$ cat src/dph_defines.svh
// timing, address and width constants for the dual-port ram host port
`ifndef DPH_DEFINES_SVH
`define DPH_DEFINES_SVH
`define DPH_AW          13
`define DPH_DW          16
`define DPH_BYTE_W      8
`define DPH_SEM_AW      3
`define DPH_MBOX_RIGHT  13'h1fff
`define DPH_MBOX_LEFT   13'h1ffe
`define DPH_CLK_NS      50
`define DPH_T_SD_NS     20
`define DPH_T_ACC_NS    55
`define DPH_T_DDD_NS    45
`define DPH_T_SOP_NS    20
`define DPH_T_BUSY_NS   45
`define DPH_SYNC_LAT    3
`define DPH_CNT_W       8
`define DPH_CNT_MAX     255
`define DPH_PIN_IDLE    1'b1
`define DPH_CNT_ONE     8'h01
`define DPH_CNT_ZERO    8'h00
`endif

$ cat src/dph_pkg.sv
// types shared by the dual-port ram host port
`include "dph_defines.svh"
package dph_pkg;
  typedef enum logic [1:0] {
    DPH_MEM_RD,
    DPH_MEM_WR,
    DPH_SEM_RD,
    DPH_SEM_WR
  } dph_kind_e;

  typedef struct packed {
    dph_kind_e                kind;
    logic [`DPH_AW-1:0]       addr;
    logic [`DPH_DW-1:0]       wdata;
    logic                     upper_en;
    logic                     lower_en;
  } dph_cmd_s;

  typedef struct packed {
    logic                     ce_n;
    logic                     rw_n;
    logic                     oe_n;
    logic                     sem_n;
    logic                     upper_byte_select_n;
    logic                     lower_byte_select_n;
  } dph_ctl_s;
endpackage : dph_pkg

$ cat src/dph_host.sv
// host-side controller that drives one port of an asynchronous dual-port ram
// Function
// write ends on rising read/write strobe with data held for setup time.
// opposite-port write data valid only after the flow-through delay.
// memory read needs chip select and output enable low; semaphore uses strobe.
// top word is right mailbox, next word the left mailbox.
// writing the other port's mailbox raises that port's interrupt flag.
// owner reading its mailbox clears its interrupt flag.
// reading the other mailbox leaves its interrupt pending.
// active busy blocks mailbox interrupt set and clear for that port.
// device grants a contended location to exactly one port.
// loser's busy asserts a fixed delay after match or select.
// master drives busy as outputs, slave takes busy as inputs.
// host delays writes until busy has settled and is inactive; semaphore writes wait the settle time but ignore busy.
// eight semaphores addressed by three low address lines only.
// chip select stays high while semaphore strobe is low.
// semaphore write uses only data line zero.
// writing zero to free semaphore gives ownership, other side reads one.
// owner writing one frees it or passes it to a waiting port.
// semaphore read drives its value on all lines, latched.
// simultaneous semaphore requests give it to exactly one port.
// after semaphore write, strobe and output enable stay high before read-back.
// byte selects gate the upper and lower data lanes.
// deselect or output enable high floats all data lines.
`timescale 1ns/1ps
`include "dph_defines.svh"
module dph_host #(
  parameter int T_SD_NS   = `DPH_T_SD_NS,
  parameter int T_ACC_NS  = `DPH_T_ACC_NS,
  parameter int T_DDD_NS  = `DPH_T_DDD_NS,
  parameter int T_SOP_NS  = `DPH_T_SOP_NS,
  parameter int T_BUSY_NS = `DPH_T_BUSY_NS
) (
  // clock and reset
  input  wire logic                  clk_i,
  input  wire logic                  rst_n_i,
  // command port
  input  wire logic                  req_valid_i,
  input  wire dph_pkg::dph_cmd_s     req_cmd_i,
  output logic                       req_ready_o,
  output logic                       rsp_valid_o,
  output logic [`DPH_DW-1:0]         rsp_data_o,
  output logic                       int_pending_o,
  // ram port pins
  output dph_pkg::dph_ctl_s          ctl_o,
  output logic [`DPH_AW-1:0]         addr_o,
  output logic [`DPH_DW-1:0]         data_o,
  output logic                       data_oe_n_o,
  input  wire logic [`DPH_DW-1:0]    data_i,
  input  wire logic                  busy_n_i,
  input  wire logic                  int_n_i
);
  import dph_pkg::*;

  localparam int CLK = `DPH_CLK_NS;
  localparam int SETUP_CYC = (T_SD_NS + CLK - 1) / CLK < 1 ? 1 : (T_SD_NS + CLK - 1) / CLK;
  localparam int BUSY_CYC  = (T_BUSY_NS + CLK - 1) / CLK + `DPH_SYNC_LAT;
  localparam int SOP_CYC   = (T_SOP_NS + CLK - 1) / CLK < 1 ? 1 : (T_SOP_NS + CLK - 1) / CLK;
  localparam int RD_CYC    = (T_ACC_NS + T_DDD_NS + CLK - 1) / CLK + `DPH_SYNC_LAT;
  localparam logic [`DPH_CNT_W-1:0] SETUP_LD = `DPH_CNT_W'(SETUP_CYC - 1);
  localparam logic [`DPH_CNT_W-1:0] BUSY_LD  = `DPH_CNT_W'(BUSY_CYC - 1);
  localparam logic [`DPH_CNT_W-1:0] SOP_LD   = `DPH_CNT_W'(SOP_CYC - 1);
  localparam logic [`DPH_CNT_W-1:0] RD_LD    = `DPH_CNT_W'(RD_CYC - 1);

  if (SETUP_CYC > `DPH_CNT_MAX || BUSY_CYC > `DPH_CNT_MAX || SOP_CYC > `DPH_CNT_MAX ||
      RD_CYC > `DPH_CNT_MAX) begin : g_chk
    $error("dph_host: timing count exceeds counter width");
  end

  typedef enum logic [2:0] {S_IDLE, S_ADDR, S_WRITE, S_WEND, S_READ, S_RECOV} dph_state_e;

  dph_state_e              state_q, state_d;
  dph_ctl_s                ctl_q, ctl_d;
  dph_kind_e               kind_q, kind_d;
  logic [`DPH_AW-1:0]      addr_q, addr_d;
  logic [`DPH_DW-1:0]      wdata_q, wdata_d;
  logic                    doe_n_q, doe_n_d;
  logic [`DPH_CNT_W-1:0]   cnt_q, cnt_d;
  logic                    rsp_v_q, rsp_v_d;
  logic [`DPH_DW-1:0]      rsp_q, rsp_d;
  logic [`DPH_CNT_W-1:0]   wr_len_q, wr_len_d;
  logic                    busy_n_s;
  logic                    int_n_s;
  logic [`DPH_DW-1:0]      data_s;
  logic                    is_sem;
  logic                    ready_q, ready_d;
  logic                    int_q, int_d;

  dph_sync #(.W(2), .RST_VAL(2'h3)) u_flag_sync (
    .clk_i   (clk_i),
    .rst_n_i (rst_n_i),
    .d_i     ({busy_n_i, int_n_i}),
    .q_o     ({busy_n_s, int_n_s})
  );

  // read data waits out the access time, so all three flops have settled
  dph_sync #(.W(`DPH_DW), .RST_VAL('0)) u_data_sync (
    .clk_i   (clk_i),
    .rst_n_i (rst_n_i),
    .d_i     (data_i),
    .q_o     (data_s)
  );

  assign is_sem = (kind_q == DPH_SEM_RD) || (kind_q == DPH_SEM_WR);

  always_comb begin
    state_d  = state_q;
    ctl_d    = ctl_q;
    kind_d   = kind_q;
    addr_d   = addr_q;
    wdata_d  = wdata_q;
    doe_n_d  = doe_n_q;
    cnt_d    = (cnt_q != `DPH_CNT_ZERO) ? cnt_q - `DPH_CNT_ONE : cnt_q;
    rsp_v_d  = 1'b0;
    rsp_d    = rsp_q;
    wr_len_d = ctl_q.rw_n ? `DPH_CNT_ZERO : wr_len_q + `DPH_CNT_ONE;
    case (state_q)
      S_IDLE: begin
        // ready gates the take, so nothing is accepted while ready is still low after reset
        if (req_valid_i && ready_q) begin
          kind_d  = req_cmd_i.kind;
          wdata_d = req_cmd_i.wdata;
          addr_d  = req_cmd_i.addr;
          // semaphores use only the low address lines
          // semaphore addressing
          if (req_cmd_i.kind == DPH_SEM_RD || req_cmd_i.kind == DPH_SEM_WR) begin
            addr_d = {{(`DPH_AW-`DPH_SEM_AW){1'b0}}, req_cmd_i.addr[`DPH_SEM_AW-1:0]};
          end
          // chip select high during semaphore access
          ctl_d.ce_n  = (req_cmd_i.kind == DPH_SEM_RD || req_cmd_i.kind == DPH_SEM_WR);
          ctl_d.sem_n = !ctl_d.ce_n;
          // byte selects; semaphore access keeps both high
          ctl_d.upper_byte_select_n = !(req_cmd_i.upper_en && !ctl_d.ce_n);
          ctl_d.lower_byte_select_n = !(req_cmd_i.lower_en && !ctl_d.ce_n);
          if (req_cmd_i.kind == DPH_MEM_RD || req_cmd_i.kind == DPH_SEM_RD) begin
            // read asserts select and output enable together
            ctl_d.oe_n = 1'b0;
            cnt_d      = RD_LD;
            state_d    = S_READ;
          end else begin
            cnt_d   = BUSY_LD;
            state_d = S_ADDR;
          end
        end
      end
      S_ADDR: begin
        // memory writes wait for busy to settle and go inactive
        if (cnt_q == `DPH_CNT_ZERO && (is_sem || busy_n_s)) begin
          ctl_d.rw_n = 1'b0;
          doe_n_d    = 1'b0;
          cnt_d      = SETUP_LD;
          state_d    = S_WRITE;
        end
      end
      S_WRITE: begin
        // rising strobe only after data held for setup time
        if (cnt_q == `DPH_CNT_ZERO) begin
          ctl_d.rw_n = 1'b1;
          state_d    = S_WEND;
        end
      end
      S_WEND: begin
        // data held one cycle past the rising strobe, then everything floats
        ctl_d.ce_n                = `DPH_PIN_IDLE;
        ctl_d.sem_n               = `DPH_PIN_IDLE;
        ctl_d.upper_byte_select_n = `DPH_PIN_IDLE;
        ctl_d.lower_byte_select_n = `DPH_PIN_IDLE;
        doe_n_d                   = 1'b1;
        if (is_sem) begin
          cnt_d   = SOP_LD;
          state_d = S_RECOV;
        end else begin
          rsp_v_d = 1'b1;
          state_d = S_IDLE;
        end
      end
      S_READ: begin
        // sample only after access plus flow-through delay
        if (cnt_q == `DPH_CNT_ZERO) begin
          rsp_d                     = data_s;
          rsp_v_d                   = 1'b1;
          ctl_d.ce_n                = `DPH_PIN_IDLE;
          ctl_d.sem_n               = `DPH_PIN_IDLE;
          ctl_d.oe_n                = `DPH_PIN_IDLE;
          ctl_d.upper_byte_select_n = `DPH_PIN_IDLE;
          ctl_d.lower_byte_select_n = `DPH_PIN_IDLE;
          state_d                   = S_IDLE;
        end
      end
      S_RECOV: begin
        // strobe and output enable held high before any read-back
        if (cnt_q == `DPH_CNT_ZERO) begin
          rsp_v_d = 1'b1;
          state_d = S_IDLE;
        end
      end
      default: state_d = S_IDLE;
    endcase
  end

  always_ff @(posedge clk_i) begin
    if (!rst_n_i) begin
      state_q  <= S_IDLE;
      ctl_q    <= '1;
      kind_q   <= DPH_MEM_RD;
      addr_q   <= '0;
      wdata_q  <= '0;
      doe_n_q  <= 1'b1;
      cnt_q    <= '0;
      rsp_v_q  <= 1'b0;
      rsp_q    <= '0;
      wr_len_q <= '0;
    end else begin
      state_q  <= state_d;
      ctl_q    <= ctl_d;
      kind_q   <= kind_d;
      addr_q   <= addr_d;
      wdata_q  <= wdata_d;
      doe_n_q  <= doe_n_d;
      cnt_q    <= cnt_d;
      rsp_v_q  <= rsp_v_d;
      rsp_q    <= rsp_d;
      wr_len_q <= wr_len_d;
    end
  end

  always_comb begin
    ready_d = (state_d == S_IDLE);
    int_d   = !int_n_s;
  end

  always_ff @(posedge clk_i) begin
    if (!rst_n_i) begin
      ready_q <= 1'b0;
      int_q   <= 1'b0;
    end else begin
      ready_q <= ready_d;
      int_q   <= int_d;
    end
  end

  assign req_ready_o   = ready_q;
  assign rsp_valid_o   = rsp_v_q;
  assign rsp_data_o    = rsp_q;
  assign int_pending_o = int_q;
  assign ctl_o         = ctl_q;
  assign addr_o        = addr_q;
  assign data_o        = wdata_q;
  assign data_oe_n_o   = doe_n_q;
endmodule : dph_host

$ cat src/dph_sync.sv
// three-flop input synchroniser that takes a change once the last two flops agree
`timescale 1ns/1ps
module dph_sync #(
  parameter int             W       = 1,
  parameter logic [W-1:0]   RST_VAL = '0
) (
  // clock and reset
  input  wire logic         clk_i,
  input  wire logic         rst_n_i,
  // data
  input  wire logic [W-1:0] d_i,
  output logic      [W-1:0] q_o
);
  logic [W-1:0] s1_q;
  logic [W-1:0] s2_q;
  logic [W-1:0] s3_q;
  logic [W-1:0] q_d;

  always_comb begin
    q_d = (s2_q == s3_q) ? s3_q : q_o;
  end

  always_ff @(posedge clk_i) begin
    if (!rst_n_i) begin
      s1_q <= RST_VAL;
      s2_q <= RST_VAL;
      s3_q <= RST_VAL;
      q_o  <= RST_VAL;
    end else begin
      s1_q <= d_i;
      s2_q <= s1_q;
      s3_q <= s2_q;
      q_o  <= q_d;
    end
  end
endmodule : dph_sync

$ cat config.mk
export PLATFORM = sky130hd
export DESIGN_NAME = dph_host
export DESIGN_NICKNAME = d
export VERILOG_FILES = /design/src/dph_pkg.sv /design/src/dph_host.sv /design/src/dph_sync.sv
export VERILOG_INCLUDE_DIRS = /design/src
export SDC_FILE = /design/constraint.sdc
export NUM_CORES = 1
export LEC_CHECK = 0
export BUFFER_PORTS_ARGS = -buffer_cell sky130_fd_sc_hd__buf_2
export CAP_MARGIN = 20
export CELL_PAD_IN_SITES_DETAIL_PLACEMENT = 0
export CELL_PAD_IN_SITES_GLOBAL_PLACEMENT = 1
export CORE_MARGIN = 2
export CORE_UTILIZATION = 40
export CTS_CLUSTER_DIAMETER = 60
export CTS_CLUSTER_SIZE = 16
export DETAILED_ROUTE_END_ITERATION = 8
export PLACE_DENSITY = 0.89
export SETUP_SLACK_MARGIN = 0.3
export SYNTH_ARGS = -nofsm -noshare
export SYNTH_HDL_FRONTEND = slang
export SYNTH_SLANG_ARGS = --single-unit
$ cat constraint.sdc
create_clock -name clk_i -period 2.48 [get_ports clk_i]
set_clock_uncertainty 0.2 [all_clocks]
set_input_delay 0.248 -clock clk_i [delete_from_list [all_inputs] [get_ports clk_i]]
set_output_delay 0.248 -clock clk_i [all_outputs]
set_load 0.02 [all_outputs]
After elaboration in Yosys (flattened, before gate mapping)

Cells that the tools add are included.
Widths: inputs -> output; s select.

Register bits: 140
Bits of input ports: 54
Output and inout bits: 55
Logic and storage cells: 97

Multiplexer cells: 28
Reductions and logical operators: 28
$add $sub $neg: 1
Equal/unequal tests: 16

Operators by type and width:

| kind                | number |
|---|---|
| $mux 8              | 4 |
| $pmux 8 s3          | 1 |
| $mux 3              | 7 |
| $eq 16x16->1        | 1 |
| $pmux 3 s5          | 1 |
| $mux 13             | 1 |
| $ne 2x2->1 const B  | 5 |
| $pmux 3 s3          | 1 |
| $eq 2x2->1 const B  | 4 |
| $logic_not 8->1     | 1 |
| $mux 4              | 2 |
| $pmux 1 s2          | 4 |
| $reduce_bool 8->1   | 1 |
| $sub 8x1->8 const B | 1 |
| $eq 3x2->1 const B  | 2 |
| $eq 3x3->1 const B  | 2 |
| $logic_not 3->1     | 2 |
| $mux 1              | 6 |
| $reduce_and 2->1    | 3 |
| $reduce_and 3->1    | 2 |
| $reduce_bool 2->1   | 3 |
| $logic_and 1x1->1   | 4 |
| $logic_not 1->1     | 4 |
| $logic_or 1x1->1    | 4 |
| 7 further kinds     | 7 |

Longest topological paths before layout

Depth in word-level cells: 7
Depth in mapped cells: 9
Depth with buffers taken out: 6

Hierarchy

A second synthesis with hierarchy kept.

Cells, all modules: 503
Area, all modules: 5024.8 µm²

By module, submodules not included:

| module                  | sequential area each (µm²) | instances | cells each | area each (µm²) |
|---|---|---|---|---|
| dph_host                | 1341.3                     | 1         | 290        | 2678.8 |
| dph_sync at u_data_sync | 1281.2                     | 1         | 191        | 2093.3 |
| dph_sync at u_flag_sync | 160.2                      | 1         | 22         | 252.7 |

Worst setup path after synthesis

No wires, ideal clock.

Path type: flip-flop to flip-flop
Start point: reg cnt_q[0]
End point: reg rsp_q[10] (netlist: rsp_data_o[10])
Setup time: 132 ps
Clock period less this slack: 2176 ps
Data required time: 2148 ps
Stages on the path, launching flop included: 10
Buffers on the path: 3
Slack: 304 ps
Data arrival time: 1844 ps
Path through: dfxtp_1 -> inv_1 -> ha_1 -> or3b_2 -> clkbuf_1 -> or3_1 -> buf_6 -> buf_6 -> nand2_1 -> a21oi_1

Word-level cells in the longest chain between the ends: 2

RTL lines:

| element                    | RTL line        | RTL |
|---|---|---|
| from (decl)                | dph_host.sv:78  | `` logic [`DPH_CNT_W-1:0] cnt_q, cnt_d; `` |
| from (signal assigned)     | dph_host.sv:220 | `cnt_q <= cnt_d;` |
| $logic_not 8->1 (no line)  | n/a             |  |
| $reduce_and 2->1 (no line) | n/a             |  |
| to (signal assigned)       | dph_host.sv:222 | `rsp_q <= rsp_d;` |
| to (decl)                  | dph_host.sv:80  | `` logic [`DPH_DW-1:0] rsp_q, rsp_d; `` |

Every way passes these cells.
A chain may end at the register's enable or synchronous reset.

Worst setup path after layout

Start point: reg cnt_q[0]
End point: reg doe_n_q (netlist: data_oe_n_o)

Word-level cells in the longest chain between the ends: 4

RTL lines:

| element                    | RTL line        | RTL |
|---|---|---|
| $logic_not 8->1 (no line)  | n/a             |  |
| $logic_and 1x1->1          | dph_host.sv:148 | `` if (cnt_q == `DPH_CNT_ZERO && (is_sem \|\| busy_n_s)) begin `` |
| $ne 2x2->1 (no line)       | n/a             |  |
| $reduce_and 2->1 (no line) | n/a             |  |
| to (signal assigned)       | dph_host.sv:219 | `doe_n_q <= doe_n_d;` |
| to (decl)                  | dph_host.sv:77  | `logic doe_n_q, doe_n_d;` |

Every way passes these cells.

==> impl_metrics.toml <==
[status]
outcome = "complete, no violations"

[pwr]
fin_total_pwr_uw = 6280
power.density_mw_per_mm2 = 919
peakVddDrop_uv = 421
p_leak_uw = 0.00276

[clock_tree]
clk_pin_slew_ps = 60
post-cts-setup-buffers = 0
h-tree-depth = 4
cts_tree = "yes"
cts_buffers = 17
clock_latency_ps = 420
clockRootBuffer = "clkbuf_16"
cts_sinks = 139
cts_max_path_buffers = 2

[route]
wl_per_cell_um = 13.0
first_pass_iters = 6
drtIter0Drc = 231
drc_errors = 0
vias = 4166
drt_wl_total_um = 11500
detail-route-antenna-nets = 0
via_per_inst = 4.72

[grt]
grtUsageTotal_pct = 17.3
grt_pass1_vias = 4047
antenna_found_initial = 0
grt-ovfl-total = 0
grt_first_pass_wirelength_um = 18200
grt_max_degree = 60

[setup_path]
cp-end-kind = "flip-flop"
cp.required_ps = 2550
startpoint_type = "flip-flop"
crit_path_end = "data_oe_n_o$_SDFFE_PN1P_"
worst-r2r-cell-count = 7
r2r_start = "cnt_q[0]$_SDFF_PN0_"
critPathKind = "flip-flop to flip-flop"
ff2ff_setup_slack_ps = 450
reg2reg_to = "data_oe_n_o$_SDFFE_PN1P_"
crit_start = "cnt_q[0]$_SDFF_PN0_"
cp_max_fo = 5
arrival_ps = 2110

[timing]
worst_pin_slew_ps = 615
finalHoldViolCount = 0
fmax_mhz = 492
drv_slew = 0
finalSetupViolations = 0
rsz0062_at_grt = "yes"
tns_ps = 0
period_share_pct = 82.0
max-slew-margin-rel_pct = 58.9
fin_crit_ps = 2030

[cells_and_area]
fill_cells = 1084
syn2layout_area_growth_pct = 36.5
antenna_cells = 0
multi_input_area_mm2 = 0.00208
final_cell_count_no_fill = 882
drive_gt1_share_pct = 22.8
final_nets = 757
utilization_pct = 56.4
regArea_mm2 = 0.00278

[place]
dpl.cell_count = 797
portBuffers = 108
gp_congestion = 0.878
dp_hpwl_um = 7400

[yosys]
ys.flop_type = "dfxtp_1"
syn_area_mm2 = 0.00500
netlist_instances = 544
syn-num-nets = 600
ys_async_sr_fraction_pct = 0
synth_edf_count = 0
syn_area_per_cell_um2 = 9.20
synth_cell_types = 47
synth-seq-cells = 139
ys_seq_area_share_pct = 55.6
ys_warn_count = 0

[floorplanning]
die_y_um = 116
start_util_pct = 41.3
die-area_mm2 = 0.0134
io_pins = 109
placeableCoreArea_mm2 = 0.0121
die_w_um = 116
std_cell_rows = 40

[run]
maxCapViolCount = 0

[min_path]
hold_path_class = "flip-flop to flip-flop"
per-layer routing:
metal | GRT usage, % | vias to the layer above | part of all wire [%]
met4 | 8.49 | 0 | 2.7
li1 | - | 2118 | -
met1 | 19.7 | 1886 | 43
met5 | 0 | - | 0
met3 | 5.60 | 33 | 5.9
met2 | 29.2 | 129 | 48
cell type report:
type,count,share of cell area (%)
clock buffer,17,6.23
inverter,9,0.495
clock inverter,15,2.14
multi-input combinational,362,30.4
timing repair buffer,172,16.9
sequential,139,40.7
tap,168,3.08
worst min-delay path by stage:
| stage | startpoint | to | slack, ps | depth (start not counted) |
|---|---|---|---|---|
| final | u_flag_sync.s1_q[1]$_SDFF_PN1_ | u_flag_sync.s2_q[1]$_SDFF_PN1_ | 210 | 1 |
| after detailed placement | u_flag_sync.s1_q[1]$_SDFF_PN1_ | u_flag_sync.s2_q[1]$_SDFF_PN1_ | 190 | 1 |
| after global placement | u_flag_sync.s1_q[0]$_SDFF_PN1_ | u_flag_sync.s2_q[0]$_SDFF_PN1_ | 190 | 1 |
| after CTS | u_flag_sync.s1_q[1]$_SDFF_PN1_ | u_flag_sync.s2_q[1]$_SDFF_PN1_ | 210 | 1 |
| after global routing | u_flag_sync.s1_q[1]$_SDFF_PN1_ | u_flag_sync.s2_q[1]$_SDFF_PN1_ | 230 | 1 |
| after floorplan | int_n_i | u_flag_sync.s1_q[0]$_SDFF_PN1_ | 150 | 1 |
timing repair:
item	4_1_cts	5_1_grt
pin swaps	0	2
gates resized for setup	1	7
hold buffers	52	0
endpoints found under the hold margin	53	0
gates cloned	0	1
setup endpoints to repair	17	23
placed cells by master (no fill, tap or decap), types with 2 or more instances in the layout:
| cell type | count |
|---|---|
| o22ai_1 | 2 |
| mux2i_1 | 16 |
| nor3b_1 | 3 |
| nand3_1 | 16 |
| nor3_1 | 4 |
| nand4_1 | 4 |
| inv_1 | 9 |
| buf_4 | 11 |
| o211ai_1 | 4 |
| inv_8 | 4 |
| ha_1 | 2 |
| inv_6 | 5 |
| or3_4 | 2 |
| dfxtp_1 | 139 |
| nor2_1 | 18 |
| nor4_1 | 2 |
| dlygate4sd3_1 | 52 |
| clkbuf_16 | 17 |
| xnor2_1 | 18 |
| o21ai_0 | 3 |
| o41a_1 | 3 |
| o21a_1 | 3 |
| xor2_1 | 5 |
| a21oi_1 | 53 |
| clkinv_4 | 3 |
| clkinvlp_4 | 2 |
| nand2b_1 | 6 |
| buf_2 | 108 |
| o41ai_1 | 2 |
| and2_1 | 48 |
| a211oi_1 | 2 |
| nand2_1 | 122 |
report_power, final:
part / leakage (uW) / switching, uW / internal [uW] / total (uW)
logic: 0.00135 / 772 / 553 / 1330
clock network: 0.000276 / 1070 / 1330 / 2400
registers: 0.00113 / 141 / 2410 / 2550
total: 0.00276 / 1980 / 4290 / 6280
sequential cells by signal, summed over array words and instances (netlist names):
signal            count
addr_o               13
cnt_q                 8
ctl_o                 6
data_o               16
data_oe_n_o           1
int_pending_o         1
kind_q                1
req_ready_o           1
rsp_data_o           16
rsp_valid_o           1
state_q               3
u_data_sync.q_o      16
u_data_sync.s1_q     16
u_data_sync.s2_q     16
u_data_sync.s3_q     16
u_flag_sync.q_o       2
u_flag_sync.s1_q      2
u_flag_sync.s2_q      2
u_flag_sync.s3_q      2
critical path, cell delays in order (launching register included):
cell,delay (ps)
dfxtp_1,350
inv_1,120
ha_1,180
nor3b_1,180
buf_4,180
nand2_1,170
o41ai_1,380
o211ai_1,130
synthesized netlist by cell type (3+ instances only):
cell / instances / area, um^2
dfxtp_1: 139 / 2780
nand2_1: 122 / 458
a21oi_1: 53 / 265
and2_1: 48 / 300
clkbuf_1: 28 / 105
nor2_1: 19 / 71.3
xnor2_1: 18 / 158
mux2i_1: 16 / 160
nand3_1: 16 / 80.1
inv_1: 9 / 33.8
nand2b_1: 6 / 37.5
nor3_1: 5 / 25.0
xor2_1: 5 / 43.8
nand4_1: 4 / 25.0
o211ai_1: 4 / 30.0
buf_2: 3 / 15.0
buf_6: 3 / 33.8
nor3b_1: 3 / 22.5
o21a_1: 3 / 22.5
o21ai_0: 3 / 15.0
o41a_1: 3 / 33.8
cells by family (layout without fill, tap and decap cells):
family	Yosys count	count (layout)	share of synthesized area [%]
compound gates	80	80	9.65
fa+ha+maj	2	2	0.500
mux	17	17	3.43
xor+xnor	23	23	4.03
buf+inv	44	213	3.83
simple gates	239	240	23.0
flops	139	139	55.6
stage by stage:
stage	instance area [um^2]	hold WS (ps)	worst slack [ps]
after global routing	6830	228	273
after global placement	5700	190	265
after CTS	6800	207	304
after detailed placement	5700	192	181
final	6830	207	447
after floorplan	5000	149	304
(Power assumes the default switching activity.)
